--- src/common/csfr_pkg.sv ---
package csfr_pkg;
    // Register offsets within bank 0 (address bits 8 to 2).
    localparam logic [6:0] OFS_INDIRECT_PORT_0 = 7'h00;
    localparam logic [6:0] OFS_INDIRECT_PORT_1 = 7'h01;
    localparam logic [6:0] OFS_PC_LOW_BYTE = 7'h02;
    localparam logic [6:0] OFS_CORE_STATUS = 7'h03;
    localparam logic [6:0] OFS_POINTER_0_LOW = 7'h04;
    localparam logic [6:0] OFS_POINTER_0_HIGH = 7'h05;
    localparam logic [6:0] OFS_POINTER_1_LOW = 7'h06;
    localparam logic [6:0] OFS_POINTER_1_HIGH = 7'h07;
    localparam logic [6:0] OFS_BANK_SELECTOR = 7'h08;
    localparam logic [6:0] OFS_WORKING_ACC = 7'h09;
    localparam logic [6:0] OFS_PC_UPPER_HOLDING = 7'h0a;
    localparam logic [6:0] OFS_INTERRUPT_CONTROL = 7'h0b;
    // APB byte addresses of the block's own interrupt registers.
    localparam logic [11:0] APB_IRQ_STATUS = 12'hff0;
    localparam logic [11:0] APB_IRQ_MASK = 12'hff4;
    // Reset values.
    localparam logic [7:0] RST_CORE_STATUS = 8'h18;
    localparam logic [7:0] RST_ZERO = 8'h00;
    // Writable bit masks.
    localparam logic [7:0] MASK_STATUS_RW = 8'h07;
    localparam logic [7:0] MASK_BANK = 8'h1f;
    localparam logic [7:0] MASK_HOLDING = 8'h7f;
    // Interrupt event bit positions.
    localparam int IRQ_PC_LOAD = 0;
    localparam int IRQ_IND_WR = 1;
    localparam int IRQ_BANK_CHG = 2;
    localparam int IRQ_BITS = 3;
endpackage

--- src/hdl/csfr_irq.sv ---
`timescale 1ns/10ps
// Sticky interrupt status with mask; a read of status clears it.
module csfr_irq
    import csfr_pkg::*;
#(
    parameter int N = IRQ_BITS
) (
    input wire logic pclk,
    input wire logic presetn,
    input wire logic [N-1:0] event_in,
    input wire logic status_rd,
    input wire logic mask_wr,
    input wire logic [N-1:0] mask_wdata,
    output logic [N-1:0] status_ff,
    output logic [N-1:0] mask_ff,
    output logic irq
);
    if (N < 1) begin : g_bad_n
        $error("csfr_irq needs at least one event");
    end

    // Each bit: an event in the clearing read cycle still wins.
    genvar gi;
    for (gi = 0; gi < N; gi++) begin : g_bit
        always_ff @(posedge pclk or negedge presetn) begin
            if (!presetn) begin
                status_ff[gi] <= 1'b0;
            end else if (event_in[gi]) begin
                status_ff[gi] <= 1'b1;
            end else if (status_rd) begin
                status_ff[gi] <= 1'b0;
            end
        end
    end

    // Mask register, written by software.
    always_ff @(posedge pclk or negedge presetn) begin
        if (!presetn) begin
            mask_ff <= '0;
        end else if (mask_wr) begin
            mask_ff <= mask_wdata;
        end
    end

    // Level output while any unmasked bit is set.
    assign irq = |(status_ff & mask_ff);
endmodule

--- src/hdl/csfr_bank.sv ---
`timescale 1ns/10ps
module csfr_bank
    import csfr_pkg::*;
#(
    parameter int DMEM_AW = 16
) (
    input wire logic pclk,
    input wire logic presetn,
    input wire logic psel,
    input wire logic penable,
    input wire logic pwrite,
    input wire logic [11:0] paddr,
    input wire logic [31:0] pwdata,
    input wire logic [3:0] pstrb,
    output logic [31:0] prdata,
    output logic pready,
    output logic pslverr,
    input wire logic pc_load,
    input wire logic [7:0] pc_load_low,
    input wire logic [7:0] core_flags,
    input wire logic core_flags_we,
    input wire logic [7:0] interrupt_control_flags_set,
    output logic [14:0] pc_value,
    output logic [7:0] working_value,
    output logic dmem_req,
    output logic dmem_we,
    output logic [DMEM_AW-1:0] dmem_addr,
    output logic [7:0] dmem_wdata,
    input wire logic [7:0] dmem_rdata,
    input wire logic dmem_ack,
    output logic irq
);
    // The pointer pairs form a 16-bit address, so a narrower memory bus is refused.
    if (DMEM_AW < 16) begin : g_bad_aw
        $error("csfr_bank needs a 16-bit data-memory address");
    end

    // Access states: idle, or waiting on data memory.
    typedef enum logic [0:0] {CS_IDLE, CS_MEM} csfr_state_e;
    csfr_state_e state_ff;
    csfr_state_e nxt_state;

    // Core registers.
    logic [7:0] pc_low_ff;          // Low byte of the program counter.
    logic [6:0] pc_upper_ff;        // Upper program counter bits.
    logic [7:0] status_ff;          // Core status.
    logic [7:0] ptr0_low_ff;        // Pointer 0 low byte.
    logic [7:0] ptr0_high_ff;       // Pointer 0 high byte.
    logic [7:0] ptr1_low_ff;        // Pointer 1 low byte.
    logic [7:0] ptr1_high_ff;       // Pointer 1 high byte.
    logic [7:0] bank_ff;            // Bank selector.
    logic [7:0] working_accumulator_ff;            // Working accumulator.
    logic [7:0] holding_ff;         // Holding value for upper counter bits.
    logic [7:0] interrupt_control_ff;          // Interrupt control.
    logic [31:0] prdata_ff;         // Registered read data.
    logic mem_done_ff;              // Memory access answered.

    // Decode helpers.
    logic [6:0] ofs;                // Offset within a bank.
    logic core_hit;                 // Address lands on a core register.
    logic ind_hit;                  // Address lands on an indirect port.
    logic setup;                    // APB setup phase.
    logic access;                   // APB access phase.
    logic wr_lane;                  // Low byte lane enabled for a write.
    logic [7:0] wbyte;              // Written byte.
    logic reg_wr;                   // Completing write to a core register.
    logic irq_status_rd;            // Read of the interrupt status.
    logic irq_mask_wr;              // Write of the interrupt mask.
    logic [IRQ_BITS-1:0] irq_status;
    logic [IRQ_BITS-1:0] irq_mask;
    logic [IRQ_BITS-1:0] irq_events;
    logic [7:0] reg_rdata;          // Core register read value.

    assign ofs = paddr[8:2];
    assign setup = psel && !penable;
    assign access = psel && penable;
    assign wr_lane = pstrb[0];
    assign wbyte = pwdata[7:0];

    // The core block sits at the low offsets of bank 0 only (paddr[11:9] zero), regardless of selector.
    assign core_hit = (paddr[1:0] == 2'b00) && (ofs <= OFS_INTERRUPT_CONTROL)
                      && (paddr[11:9] == 3'b000);
    assign ind_hit = core_hit && ((ofs == OFS_INDIRECT_PORT_0)
                      || (ofs == OFS_INDIRECT_PORT_1));

    // Direct register writes finish in the first access cycle.
    assign reg_wr = access && pwrite && core_hit && !ind_hit && wr_lane;
    assign irq_status_rd = access && !pwrite && (paddr == APB_IRQ_STATUS) && pready;
    assign irq_mask_wr = access && pwrite && (paddr == APB_IRQ_MASK) && wr_lane;

    // Indirect accesses wait on memory; all else answers at once.
    assign pready = (state_ff == CS_MEM) ? mem_done_ff : !(access && ind_hit);
    assign pslverr = 1'b0;
    assign prdata = prdata_ff;

    // Next-state logic for indirect accesses.
    always_comb begin
        nxt_state = state_ff;
        case (state_ff)
            CS_IDLE: begin
                if (setup && ind_hit) begin
                    nxt_state = CS_MEM;
                end
            end
            CS_MEM: begin
                if (mem_done_ff) begin
                    nxt_state = CS_IDLE;
                end
            end
            default: begin
                nxt_state = CS_IDLE;
            end
        endcase
    end

    always_ff @(posedge pclk or negedge presetn) begin
        if (!presetn) begin
            state_ff <= CS_IDLE;
        end else begin
            state_ff <= nxt_state;
        end
    end

    // Data-memory request: pointer pair addresses the indirect access.
    always_ff @(posedge pclk or negedge presetn) begin
        if (!presetn) begin
            dmem_req <= 1'b0;
            dmem_we <= 1'b0;
            dmem_addr <= '0;
            dmem_wdata <= RST_ZERO;
        end else if (state_ff == CS_IDLE && setup && ind_hit) begin
            dmem_req <= 1'b1;
            dmem_we <= pwrite && wr_lane;
            dmem_wdata <= wbyte;
            if (ofs == OFS_INDIRECT_PORT_0) begin
                dmem_addr <= DMEM_AW'({ptr0_high_ff, ptr0_low_ff});
            end else begin
                dmem_addr <= DMEM_AW'({ptr1_high_ff, ptr1_low_ff});
            end
        end else if (dmem_ack) begin
            dmem_req <= 1'b0;
        end
    end

    // Memory answer closes the APB access one cycle after the acknowledge.
    // The read byte itself goes straight into the read data register, so it
    // already stands in the cycle in which pready is high.
    always_ff @(posedge pclk or negedge presetn) begin
        if (!presetn) begin
            mem_done_ff <= 1'b0;
        end else begin
            mem_done_ff <= dmem_req && dmem_ack;
        end
    end

    // Program counter: the upper seven bits change only from the holding value.
    always_ff @(posedge pclk or negedge presetn) begin
        if (!presetn) begin
            pc_low_ff <= RST_ZERO;
            pc_upper_ff <= 7'h00;
        end else if (pc_load) begin
            pc_low_ff <= pc_load_low;
            pc_upper_ff <= holding_ff[6:0];
        end else if (reg_wr && ofs == OFS_PC_LOW_BYTE) begin
            pc_low_ff <= wbyte;
            pc_upper_ff <= holding_ff[6:0];
        end
    end
    assign pc_value = {pc_upper_ff, pc_low_ff};

    // Holding register keeps seven bits; bit 7 stays zero.
    always_ff @(posedge pclk or negedge presetn) begin
        if (!presetn) begin
            holding_ff <= RST_ZERO;
        end else if (reg_wr && ofs == OFS_PC_UPPER_HOLDING) begin
            holding_ff <= wbyte & MASK_HOLDING;
        end
    end

    // Status: core updates the low five flags and clears the top three; software writes only the low three.
    always_ff @(posedge pclk or negedge presetn) begin
        if (!presetn) begin
            status_ff <= RST_CORE_STATUS;
        end else if (core_flags_we) begin
            status_ff <= core_flags & 8'h1f;
        end else if (reg_wr && ofs == OFS_CORE_STATUS) begin
            status_ff <= (status_ff & ~MASK_STATUS_RW) | (wbyte & MASK_STATUS_RW);
        end
    end

    // Pointer pairs.
    always_ff @(posedge pclk or negedge presetn) begin
        if (!presetn) begin
            ptr0_low_ff <= RST_ZERO;
            ptr0_high_ff <= RST_ZERO;
            ptr1_low_ff <= RST_ZERO;
            ptr1_high_ff <= RST_ZERO;
        end else if (reg_wr) begin
            if (ofs == OFS_POINTER_0_LOW) begin
                ptr0_low_ff <= wbyte;
            end else if (ofs == OFS_POINTER_0_HIGH) begin
                ptr0_high_ff <= wbyte;
            end else if (ofs == OFS_POINTER_1_LOW) begin
                ptr1_low_ff <= wbyte;
            end else if (ofs == OFS_POINTER_1_HIGH) begin
                ptr1_high_ff <= wbyte;
            end
        end
    end

    // Bank selector, working accumulator and interrupt control.
    always_ff @(posedge pclk or negedge presetn) begin
        if (!presetn) begin
            bank_ff <= RST_ZERO;
            working_accumulator_ff <= RST_ZERO;
            interrupt_control_ff <= RST_ZERO;
        end else begin
            if (reg_wr && ofs == OFS_BANK_SELECTOR) begin
                bank_ff <= wbyte & MASK_BANK;
            end
            if (reg_wr && ofs == OFS_WORKING_ACC) begin
                working_accumulator_ff <= wbyte;
            end
            // Hardware flag set wins over a software write in the same cycle.
            if (reg_wr && ofs == OFS_INTERRUPT_CONTROL) begin
                interrupt_control_ff <= wbyte | interrupt_control_flags_set;
            end else begin
                interrupt_control_ff <= interrupt_control_ff | interrupt_control_flags_set;
            end
        end
    end
    assign working_value = working_accumulator_ff;

    // Core register read mux; anything else reads zero.
    always_comb begin
        reg_rdata = RST_ZERO;
        if (ofs == OFS_PC_LOW_BYTE) begin
            reg_rdata = pc_low_ff;
        end else if (ofs == OFS_CORE_STATUS) begin
            reg_rdata = status_ff;
        end else if (ofs == OFS_POINTER_0_LOW) begin
            reg_rdata = ptr0_low_ff;
        end else if (ofs == OFS_POINTER_0_HIGH) begin
            reg_rdata = ptr0_high_ff;
        end else if (ofs == OFS_POINTER_1_LOW) begin
            reg_rdata = ptr1_low_ff;
        end else if (ofs == OFS_POINTER_1_HIGH) begin
            reg_rdata = ptr1_high_ff;
        end else if (ofs == OFS_BANK_SELECTOR) begin
            reg_rdata = bank_ff;
        end else if (ofs == OFS_WORKING_ACC) begin
            reg_rdata = working_accumulator_ff;
        end else if (ofs == OFS_PC_UPPER_HOLDING) begin
            reg_rdata = holding_ff;
        end else if (ofs == OFS_INTERRUPT_CONTROL) begin
            reg_rdata = interrupt_control_ff;
        end
    end

    // Read data registered at setup; indirect reads load when memory answers.
    always_ff @(posedge pclk or negedge presetn) begin
        if (!presetn) begin
            prdata_ff <= '0;
        end else if (dmem_req && dmem_ack) begin
            // Loaded at the acknowledge edge so the byte stands while pready is high.
            prdata_ff <= {24'h000000, dmem_rdata};
        end else if (setup && !pwrite) begin
            if (core_hit && !ind_hit) begin
                prdata_ff <= {24'h000000, reg_rdata};
            end else if (paddr == APB_IRQ_STATUS) begin
                // An event in the setup cycle is reported too, since this read clears it.
                prdata_ff <= {29'h0, irq_status | irq_events};
            end else if (paddr == APB_IRQ_MASK) begin
                prdata_ff <= {29'h0, irq_mask};
            end else begin
                prdata_ff <= '0;
            end
        end
    end

    // Events: counter load, completed indirect write, bank change.
    assign irq_events[IRQ_PC_LOAD] = pc_load;
    assign irq_events[IRQ_IND_WR] = dmem_req && dmem_ack && dmem_we;
    assign irq_events[IRQ_BANK_CHG] = reg_wr && (ofs == OFS_BANK_SELECTOR);

    csfr_irq #(.N(IRQ_BITS)) u_irq (
        .pclk(pclk),
        .presetn(presetn),
        .event_in(irq_events),
        .status_rd(irq_status_rd),
        .mask_wr(irq_mask_wr),
        .mask_wdata(pwdata[IRQ_BITS-1:0]),
        .status_ff(irq_status),
        .mask_ff(irq_mask),
        .irq(irq)
    );
endmodule

--- config.mk ---
export PLATFORM = sky130hd
export DESIGN_NAME = csfr_bank
export DESIGN_NICKNAME = d
export VERILOG_FILES = /design/src/common/csfr_pkg.sv /design/src/hdl/csfr_irq.sv /design/src/hdl/csfr_bank.sv
export SDC_FILE = /design/constraint.sdc
export NUM_CORES = 1
export LEC_CHECK = 0
export BUFFER_PORTS_ARGS = -buffer_cell sky130_fd_sc_hd__buf_2
export CAP_MARGIN = 5
export CORE_ASPECT_RATIO = 0.7
export CORE_MARGIN = 2
export CORE_UTILIZATION = 56
export CTS_CLUSTER_SIZE = 16
export DETAILED_ROUTE_END_ITERATION = 6
export PLACE_DENSITY_LB_ADDON = 0.05
export REMOVE_ABC_BUFFERS = 1
export SLEW_MARGIN = 20
export SYNTH_ARGS = -nofsm -noshare
export SYNTH_HDL_FRONTEND = slang
export SYNTH_SLANG_ARGS = --single-unit
--- constraint.sdc ---
create_clock -name pclk -period 4.9 [get_ports pclk]
set_clock_uncertainty 0.05 [all_clocks]
set_input_delay 0.735 -clock pclk [delete_from_list [all_inputs] [get_ports pclk]]
set_output_delay 0.735 -clock pclk [all_outputs]
set_load 0.02 [all_outputs]
* Yosys cells after proc, flatten, opt, wreduce, memory -nomap -nowiden
Index checks and enable logic that the tools add are counted.
** Cells by class
- Add/subtract/negate cells :: 0
- Multipliers :: 0
- Div/mod/pow operators :: 0
- Magnitude comparators :: 1
- Equality and inequality tests :: 13
- Shifts and indexed selects :: 0
- Muxes and demuxes :: 33
- Bitwise logic cells :: 9
- Reduce and logical (&&, ||, !) cells :: 49
** Operators by type and width (count)
- $mux 8 :: 16
- $mux 32 :: 2
- $logic_and 1x1->1 :: 29
- $eq 7x3->1 const B :: 4
- $eq 7x4->1 const B :: 4
- $eq 12x12->1 const B :: 2
- $mux 16 :: 1
- $or 8x8->8 :: 2
- $eq 7x2->1 const B :: 2
- $mux 7 :: 2
- $reduce_bool 2->1 :: 7
- $mux 1 :: 9
- $or 8x3->8 :: 1
- $eq 7x1->1 const B :: 1
- $le 7x4->1 const B :: 1
- $logic_not 7->1 :: 1
- $mux 3 :: 2
- $reduce_and 5->1 :: 1
- $logic_not 1->1 :: 4
- $not 1->1 :: 4
- $reduce_and 4->1 :: 1
- $and 3x3->3 :: 1
- $logic_not 3->1 :: 1
- $or 3x3->3 :: 1
- other kinds (6) :: 6
** Word-level totals
- Register bits :: 149
- Bits in latches :: 0
- Bits in writable memories :: 0
- ROM bits :: 0
- Input bits :: 88
- Output and inout bits :: 84
- Word-level logic and storage cells :: 127
- Memories :: 0

* Depth between registers and ports, before layout
Gate-level depths: netlist (run 1).
- Word-level depth :: 14
- Depth in mapped cells :: 8
- Mapped depth without buffers :: 5

* Hierarchy
From an unflattened synthesis (run 1), not the netlist that was laid out.
** Second synthesis, totals
- Cells, all modules :: 547
- Area, all modules :: 6175.9 um2
** By module, submodules not included
- csfr_bank :: instances 1, cells an instance 532, area each 5950.7 um2, seq. area each 2905.3 um2
- csfr_irq :: instances 1, cells an instance 15, area each 225.2 um2, seq. area each 150.1 um2

* Worst setup path before layout (run 1)
Ideal clock, no wire load.
- Path type :: input to output
- Start :: input port paddr[8]
- End :: output port pready
- Arrival :: 1938 ps
- Data required time :: 4115 ps
- Slack :: 2177 ps
- Cell stages on the path :: 4
- Path buffers :: 0
- Path through :: or4_1 or3_4 nor4_1 nor2_1
** On the way
- Longest elaborated chain between the ends :: 7
- Elaborated cells on any way between the ends :: 10
- Classes of those cells :: order compare: 1; eq/ne: 1; mux: 1; reduce/logical: 7
** Ends and longest elaborated chain
- start, declared :: line csfr_bank.sv:12 : input wire logic [11:0] paddr,
- $le 7x4->1 :: line csfr_bank.sv:81 : assign core_hit = (paddr[1:0] == 2'b00) && (ofs <= OFS_INTERRUPT_CONTROL)
- $logic_and 1x1->1 :: line csfr_bank.sv:81
- $logic_and 1x1->1 :: line csfr_bank.sv:82 : && (paddr[11:9] == 3'b000);
- $logic_and 1x1->1 (*) :: line csfr_bank.sv:83 : assign ind_hit = core_hit && ((ofs == OFS_INDIRECT_PORT_0)
- $logic_and 1x1->1 (*) :: line csfr_bank.sv:92 : assign pready = (state_ff == CS_MEM) ? mem_done_ff : !(access && ind_hit);
- $logic_not 1->1 (*) :: line csfr_bank.sv:92
- $mux 1 (*) :: line csfr_bank.sv:92
- end, declared :: line csfr_bank.sv:16 : output logic pready,
Mark *: on every way between the ends. The rest lies on a longest branch, timed or not.

* Worst setup path after layout (run 1)
- Start :: input port paddr[4]
- End :: output port pready
The elaborated chain is that of the path after synthesis.

==> results of run 1 <==
sequential cells by signal (all words and copies together), names as in the netlist:
name,cells
bank_ff,5
dmem_addr,16
dmem_req,1
dmem_wdata,8
dmem_we,1
holding_ff,7
interrupt_control_ff,8
mem_done_ff,1
pc_low_ff,8
pc_upper_ff,7
prdata,8
ptr0_high_ff,8
ptr0_low_ff,8
ptr1_high_ff,8
ptr1_low_ff,8
state_ff,1
status_ff,5
u_irq.mask_ff,3
u_irq.status_ff,3
working_value,8
path summary, 6_finish.rpt:
kind	slack, ns	depth (start not counted)	end	startpoint
max	1.86	6	pready	paddr[4]
min	0.33	1	u_irq.mask_ff[1]$_DFFE_PN0P_	presetn
max reg2reg	2.56	5	prdata[3]$_DFFE_PN0P_	dmem_req$_DFFE_PN0P_
min reg2reg	0.43	1	dmem_wdata[2]$_DFFE_PN0P_	dmem_wdata[2]$_DFFE_PN0P_
max in group asynchronous	3.53	2	interrupt_control_ff[7]$_DFF_PN0_	presetn
min in group pclk	0.43	1	dmem_wdata[2]$_DFFE_PN0P_	dmem_wdata[2]$_DFFE_PN0P_
power by group:
| group | total (mW) | switching [mW] | internal [mW] |
|---|---|---|---|
| clock network | 1.23 | 0.455 | 0.773 |
| logic | 0.175 | 0.122 | 0.0530 |
| registers | 1.03 | 0.00930 | 1.02 |
| total | 2.44 | 0.587 | 1.85 |
final cells by class:
| type | count | area (sq um) | share of cell area |
|---|---|---|---|
| Tap cell | 132 | 165 | 0.0230 |
| Sequential cell | 122 | 3060 | 0.426 |
| Clock buffer | 21 | 460 | 0.0642 |
| Inverter | 6 | 22.5 | 0.00314 |
| Timing Repair Buffer | 123 | 636 | 0.0886 |
| Multi-Input combinational cell | 362 | 2710 | 0.378 |
| Clock inverter | 11 | 123 | 0.0171 |
cells by family (layout without fill, tap and decap cells):
kind of cell	Yosys count	in the layout	share of synthesized area
AND/OR/NAND/NOR	130	130	0.118
flip-flops	122	122	0.508
multiplexers	118	118	0.225
AO/OA/AOI/OAI	89	89	0.0908
buffers and inverters	60	161	0.0576
other	1	25	0.000623
cell usage after synthesis, types with 7 or more instances:
| cell | n |
|---|---|
| nand2_1 | 19 |
| a22oi_1 | 8 |
| nor2b_1 | 7 |
| nor3_1 | 16 |
| o21ai_0 | 18 |
| buf_4 | 29 |
| mux2_2 | 75 |
| nor2_1 | 33 |
| dfrtp_1 | 120 |
| nand3_1 | 11 |
| a21oi_1 | 36 |
| mux2i_1 | 34 |
| clkbuf_1 | 14 |
per-stage QoR:
stage / instances / hold WS, ns
floorplan: 490 / 0.389
global placement: 745 / 0.416
detailed placement: 745 / 0.421
CTS: 777 / 0.336
global route: 777 / 0.374
finish: 777 / 0.330
critical path, stage by stage:
cell and delay [ns]:
buf_2 0.20, a211oi_1 0.43, nand3_1 0.35, nor4_1 0.31, nor2_1 0.07, buf_2 0.16
metal layers:
layer  routed length (microns)  GRT usage
met1                      7020      0.403
met2                      7570      0.454
met3                       946     0.0533
met5                         0          0
met4                       203     0.0861
==> impl_metrics.env, run 1 <==
export IMPL_final_common_cell="dfrtp_1"
export IMPL_final_cell_mix="dfrtp_1 (120), buf_2 (115), mux2_2 (75)"
export IMPL_clock_path_buffers=2
export IMPL_maxClockFrequency_mhz=329
export IMPL_layout_setup_ws_ns=1.86
export IMPL_setup_violations=0
export IMPL_drt_initial_drc_count=315
export IMPL_via_per_inst=5.96
export IMPL_cts_buffers=17
export IMPL_dieArea_sq_mm=0.0116
export IMPL_core_area_sq_mm=0.0104
export IMPL_synthCells=520
export IMPL_diodes=0
export IMPL_drive_gt1_frac=0.386
export IMPL_drt_wl_total_microns=15700
export IMPL_cp_start_kind="input port"
export IMPL_ys_flop_type="dfrtp_1"
export IMPL_synth_area_per_cell_sq_um=11.6
export IMPL_cap_viol_max_count=0
export IMPL_hold_buffers=0
export IMPL_wire_per_inst_microns=20.3
export IMPL_ios=172
export IMPL_grt_pass1_wl_microns=25200
export IMPL_worstSetupPathType="input port to output port"
export IMPL_ys_seq_area_frac=0.508
export IMPL_post_cts_buffers=0
export IMPL_fill_cells=824
export IMPL_dpl_cell_area_sq_mm=0.00659
export IMPL_rows=31
export IMPL_io_buffers=116
export IMPL_synth_area_leaders="dfrtp_1 (50%), mux2_2 (14%), mux2i_1 (5.7%)"
export IMPL_ant_nets=0
export IMPL_post_cts_resized=0
export IMPL_initial_core_util=0.579
export IMPL_worst_slew_pin_transition_ns=1.02
export IMPL_grt_overflow_total=0
export IMPL_place_hpwl_microns=10600
export IMPL_grtUsageTotal=0.286
export IMPL_power_density_mw_per_mm2=339
export IMPL_clk_pin_slew_worst_paths_ns=0.06
export IMPL_ys_warn_count=0
export IMPL_p_leak_nw=3.53
export IMPL_drv_slew=0
export IMPL_antenna_found_initial=0
export IMPL_hold_violations=0
export IMPL_gp_congestion=0.838
export IMPL_fin_crit_ns=3.04
export IMPL_clock_sinks=122
export IMPL_syn2layout_area_growth_pct=19.2
export IMPL_grt_max_degree=55
export IMPL_num_vias=4629
export IMPL_crit_required_ns=4.12
export IMPL_ys_types=55
export IMPL_insertion_delay_ns=0.41
export IMPL_rsz0062_at_grt="no"
export IMPL_nets=720
export IMPL_finalCritPeriodShare=0.621
export IMPL_worstHoldPathType="input port to asynchronous set/reset pin"
export IMPL_slew_headroom=0.321
export IMPL_tns_ns=0
export IMPL_crit_fanout=14
export IMPL_synth_top_cell_by_area="dfrtp_1"
export IMPL_synth_seq_cells=122
export IMPL_synth_edf_count=0
export IMPL_clock_root_buffer="clkbuf_16"
export IMPL_first_pass_iters=5
export IMPL_crit_arrival_ns=2.26
export IMPL_vdd_ir_drop_max_v=0.000220
export IMPL_netlist_area_sq_mm=0.00602
export IMPL_h_tree_depth=4
export IMPL_drc=0
export IMPL_die_h_microns=90.7
export IMPL_outcome="finished, final reports clean"
export IMPL_power_mw=2.44
export IMPL_grt_pass1_vias=4712
export IMPL_critPathCaptureType="output port"
export IMPL_die_w_microns=128
export IMPL_final_core_util=0.690
export IMPL_place_ws_ns=1.66
export IMPL_cts_tree="built"
export IMPL_async_reset_ff_frac=1.00
export IMPL_synth_top_area_frac=0.499
export IMPL_finalInstanceArea_sq_mm=0.00717
Note: power is estimated with default switching activity, not from simulation.
==> run 2: changes to the inputs <==
Settings changed: CORE_UTILIZATION 56 to 52.
Clock period 4.9 ns to 2.8 ns, I/O delays scaled along.
==> impl_metrics.env, run 2 (same netlist as run 1, synthesis figures left out) <==
export IMPL_rsz0062_at_grt="no"
export IMPL_num_vias=4649
export IMPL_final_common_cell="dfrtp_1"
export IMPL_worstHoldPathType="input port to register"
export IMPL_ios=172
export IMPL_diodes=0
export IMPL_top_register="dmem_addr"
export IMPL_crit_fanout=5
export IMPL_hold_violations=0
export IMPL_ant_nets=0
export IMPL_insertion_delay_ns=0.41
export IMPL_cpMostUsedCell="buf_2"
export IMPL_drv_slew=0
export IMPL_outcome="finished, final reports clean"
export IMPL_first_pass_iters=5
export IMPL_post_cts_resized=0
export IMPL_holdWs_ns=0.205
export IMPL_drc=0
export IMPL_max_stage_delay_ns=0.55
export IMPL_h_tree_depth=4
export IMPL_maxClockFrequency_mhz=421
export IMPL_hold_buffers=1
export IMPL_clk_pin_slew_worst_paths_ns=0.05
export IMPL_fill_cells=865
export IMPL_post_cts_buffers=0
export IMPL_worstSetupPathType="input port to output port"
export IMPL_cts_tree="built"
export IMPL_vdd_ir_drop_max_v=0.000491
export IMPL_crit_arrival_ns=1.90
export IMPL_place_hpwl_microns=11700
export IMPL_antenna_found_initial=0
export IMPL_io_buffers=116
export IMPL_drt_wl_total_microns=16400
export IMPL_critPathCaptureType="output port"
export IMPL_drive_gt1_frac=0.409
export IMPL_die_w_microns=133
export IMPL_worst_slew_pin_transition_ns=0.859
export IMPL_tns_ns=0
export IMPL_finalCritPeriodShare=0.847
export IMPL_power_density_mw_per_mm2=619
export IMPL_largest_reg_flops=16
export IMPL_setup_violations=0
export IMPL_clock_root_buffer="clkbuf_16"
export IMPL_syn2layout_area_growth_pct=24.9
export IMPL_core_area_sq_mm=0.0111
export IMPL_grt_busiest_layer="met2"
export IMPL_grt_use_met1=0.389
export IMPL_dieArea_sq_mm=0.0125
export IMPL_initial_core_util=0.541
export IMPL_power_mw=4.65
export IMPL_use_met2=0.444
export IMPL_drt_initial_drc_count=290
export IMPL_grt_use_met3=0.0577
export IMPL_slew_headroom=0.426
export IMPL_final_seq_area_sq_mm=0.00306
export IMPL_grtUsageTotal=0.279
export IMPL_nets=745
export IMPL_reg2reg_depth=5
export IMPL_crit_required_ns=2.33
export IMPL_grt_max_degree=66
export IMPL_clock_path_buffers=2
export IMPL_grt_pass1_wl_microns=26100
export IMPL_cts_buffers=17
export IMPL_grt_pass1_vias=4709
export IMPL_cp_start_kind="input port"
export IMPL_gp_congestion=0.918
export IMPL_via_per_inst=5.65
export IMPL_multi_input_area_sq_mm=0.00271
export IMPL_fin_crit_ns=2.37
export IMPL_die_h_microns=94.0
export IMPL_final_cell_mix="dfrtp_1 (120), buf_2 (115), mux2_2 (75)"
export IMPL_clock_sinks=122
export IMPL_whs_path_depth=3
export IMPL_p_leak_nw=3.72
export IMPL_cap_viol_max_count=0
export IMPL_rows=32
export IMPL_critical_path_slowest_cell="or4_1"
export IMPL_grt_overflow_total=0
export IMPL_wire_per_inst_microns=19.9
export IMPL_crit_chain="buf_2, or4_1, or3_4, nor4_1, nor2_1, buf_2"
## run 2: cell type report
type,count,area share
flip-flops and latches,122,0.406
multi-input cells,362,0.361
repair buffers,148,0.113
clock buffers,21,0.0626
clock inverters,11,0.0286
well taps,153,0.0255
inverters,6,0.00300
## run 2: path summary, 6_finish.rpt
check / start / end / slack [ns]
max: paddr[8] / pready / 0.43
min: dmem_rdata[6] / prdata[6]$_DFFE_PN0P_ / 0.20
max reg2reg: dmem_req$_DFFE_PN0P_ / prdata[4]$_DFFE_PN0P_ / 0.71
min reg2reg: status_ff[2]$_DFFE_PN0P_ / status_ff[2]$_DFFE_PN0P_ / 0.44
max in group asynchronous: presetn / state_ff$_DFF_PN0_ / 1.50
min in group asynchronous: presetn / pc_upper_ff[3]$_DFFE_PN0P_ / 0.39
## run 2: stage by stage
stage	setup slack, ns	instances	area (sq um)	utilization
final	0.427	823	7520	0.675
after floorplan	-0.298	490	5790	-
after global placement	0.292	790	6820	0.613
after CTS	0.443	823	7520	0.675
after global routing	0.372	823	7520	0.675
after detailed placement	0.249	790	6820	0.613
## run 2: critical path, delay by kind of cell
family / cells / cell delay (ns)
buffers and inverters: 2 / 0.29
AND/OR/NAND/NOR: 4 / 1.19
## run 2: report_power, final
group / switching (mW) / internal [mW] / total [mW]
registers: 0.0171 / 1.79 / 1.81
logic: 0.219 / 0.103 / 0.321
clock network: 0.782 / 1.74 / 2.52
total: 1.02 / 3.63 / 4.65
## run 2: metal layers
| layer | share of wire | vias up |
|---|---|---|
| li1 | - | 2119 |
| met1 | 0.45 | 2327 |
| met2 | 0.46 | 186 |
| met3 | 0.069 | 17 |
| met4 | 0.013 | 0 |
| met5 | 0 | - |
==> run 3: changes to the inputs <==
Settings changed: CORE_UTILIZATION 52 to 47.
Clock period 2.8 ns to 2 ns, I/O delays scaled along.
==> impl_metrics.env, run 3 (same netlist as run 1, synthesis figures left out) <==
export IMPL_first_pass_iters=5
export IMPL_layout_setup_ws_ns=-0.210
export IMPL_grt_pass1_vias=4934
export IMPL_p_leak_nw=3.96
export IMPL_grt_pass1_wl_microns=27300
export IMPL_cap_viol_max_count=0
export IMPL_outcome="complete, but fails checks"
export IMPL_drc=0
export IMPL_violations="negative setup slack"
export IMPL_die_h_microns=98.7
export IMPL_holdWs_ns=0.0671
export IMPL_worstSetupPathType="input port to output port"
export IMPL_finalInstanceArea_sq_mm=0.00793
export IMPL_worst_slew_pin_transition_ns=0.695
export IMPL_insertion_delay_ns=0.42
export IMPL_crit_fanout=3
export IMPL_dieArea_sq_mm=0.0137
export IMPL_power_mw=6.39
export IMPL_top_register="dmem_addr"
export IMPL_grt_overflow_total=0
export IMPL_power_density_mw_per_mm2=807
export IMPL_clock_root_buffer="clkbuf_16"
export IMPL_setup_violations=1
export IMPL_place_hpwl_microns=13000
export IMPL_syn2layout_area_growth_pct=31.7
export IMPL_fin_crit_ns=2.21
export IMPL_slew_headroom=0.537
export IMPL_hold_violations=0
export IMPL_io_buffers=116
export IMPL_cts_buffers=17
export IMPL_ios=172
export IMPL_cts_tree="built"
export IMPL_rows=34
export IMPL_wire_per_inst_microns=19.9
export IMPL_final_cell_mix="dfrtp_1 (120), buf_2 (115), buf_4 (77)"
export IMPL_critPathCaptureType="output port"
export IMPL_stdcell_count=882
export IMPL_crit_required_ns=1.65
export IMPL_clock_path_buffers=2
export IMPL_clk_pin_slew_worst_paths_ns=0.06
export IMPL_num_vias=4886
export IMPL_rsz0062_at_grt="yes"
export IMPL_grt_max_degree=51
export IMPL_drt_initial_drc_count=260
export IMPL_crit_arrival_ns=1.86
export IMPL_fill_cells=1054
export IMPL_post_cts_buffers=0
export IMPL_place_ws_ns=-0.401
export IMPL_worstHoldPathType="input port to register"
export IMPL_largest_reg_flops=16
export IMPL_nets=795
export IMPL_clock_sinks=122
export IMPL_gp_congestion=0.925
export IMPL_drv_slew=0
export IMPL_die_w_microns=139
export IMPL_ant_nets=0
export IMPL_final_core_util=0.636
export IMPL_finalCritPeriodShare=1.10
export IMPL_diodes=0
export IMPL_grtUsageTotal=0.262
export IMPL_dpl_cell_area_sq_mm=0.00725
export IMPL_maxClockFrequency_mhz=453
export IMPL_core_area_sq_mm=0.0125
export IMPL_cp_start_kind="input port"
export IMPL_placedCellCount=849
export IMPL_vdd_ir_drop_max_v=0.000574
export IMPL_final_common_cell="dfrtp_1"
export IMPL_antenna_found_initial=0
export IMPL_initial_core_util=0.483
export IMPL_h_tree_depth=4
export IMPL_drt_wl_total_microns=17600
export IMPL_final_seq_area_sq_mm=0.00306
export IMPL_drive_gt1_frac=0.456
export IMPL_tns_ns=-0.210
export IMPL_multi_input_area_sq_mm=0.00274
export IMPL_via_per_inst=5.54
## run 3: cell count changes in the layout (fill, tap and decap cells not counted), sizes merged
cell / previous run / this run
buf: 147 / 197
bufinv: 6 / 4
clkbuf: 21 / 18
clkinvlp: 1 / 0
inv: 6 / 12
## run 3: repair_timing
item / CTS / global route
hold buffers: 1 / 0
endpoints found under the setup margin: 2 / 1
gates cloned: 0 / 0
resized for setup: 3 / 1
endpoints found under the hold margin: 25 / 0
## run 3: worst max-delay path, stage by stage
cell,delay [ns]
buf_2,0.11
or4_4,0.55
or3_4,0.37
buf_4,0.17
nor4_4,0.12
nor2_1,0.08
buf_2,0.16
## run 3: layer usage
| layer | up-vias | GRT usage | share of wire |
|---|---|---|---|
| met5 | - | 0 | 0 |
| met4 | 0 | 0.0715 | 0.016 |
| met3 | 29 | 0.0500 | 0.063 |
| met2 | 198 | 0.419 | 0.46 |
| met1 | 2424 | 0.371 | 0.46 |
| li1 | 2235 | - | - |
## run 3: power breakdown
| group | total (mW) | switching (mW) | internal, mW |
|---|---|---|---|
| Combinational | 0.502 | 0.322 | 0.180 |
| Clock | 3.36 | 1.21 | 2.15 |
| Sequential | 2.53 | 0.0249 | 2.50 |
| Total | 6.39 | 1.56 | 4.83 |
## run 3: path summary, 6_finish.rpt
check	startpoint	slack (ns)	cells after the start	end
max	paddr[8]	-0.21	7	pready
min	core_flags[3]	0.07	2	status_ff[3]$_DFFE_PN1P_
max reg2reg	dmem_req$_DFFE_PN0P_	0.13	5	prdata[4]$_DFFE_PN0P_
min reg2reg	status_ff[2]$_DFFE_PN0P_	0.44	2	status_ff[2]$_DFFE_PN0P_
max in group asynchronous	presetn	0.99	3	status_ff[3]$_DFFE_PN1P_
min in group asynchronous	presetn	0.29	2	pc_upper_ff[4]$_DFFE_PN0P_
## run 3: layout make-up
class | count | area share
multi-input cells | 362 | 0.345
inverters | 6 | 0.00284
clock inverters | 14 | 0.0262
flip-flops and latches | 122 | 0.385
clock buffers | 18 | 0.0554
repair buffers | 198 | 0.159
well taps | 162 | 0.0256
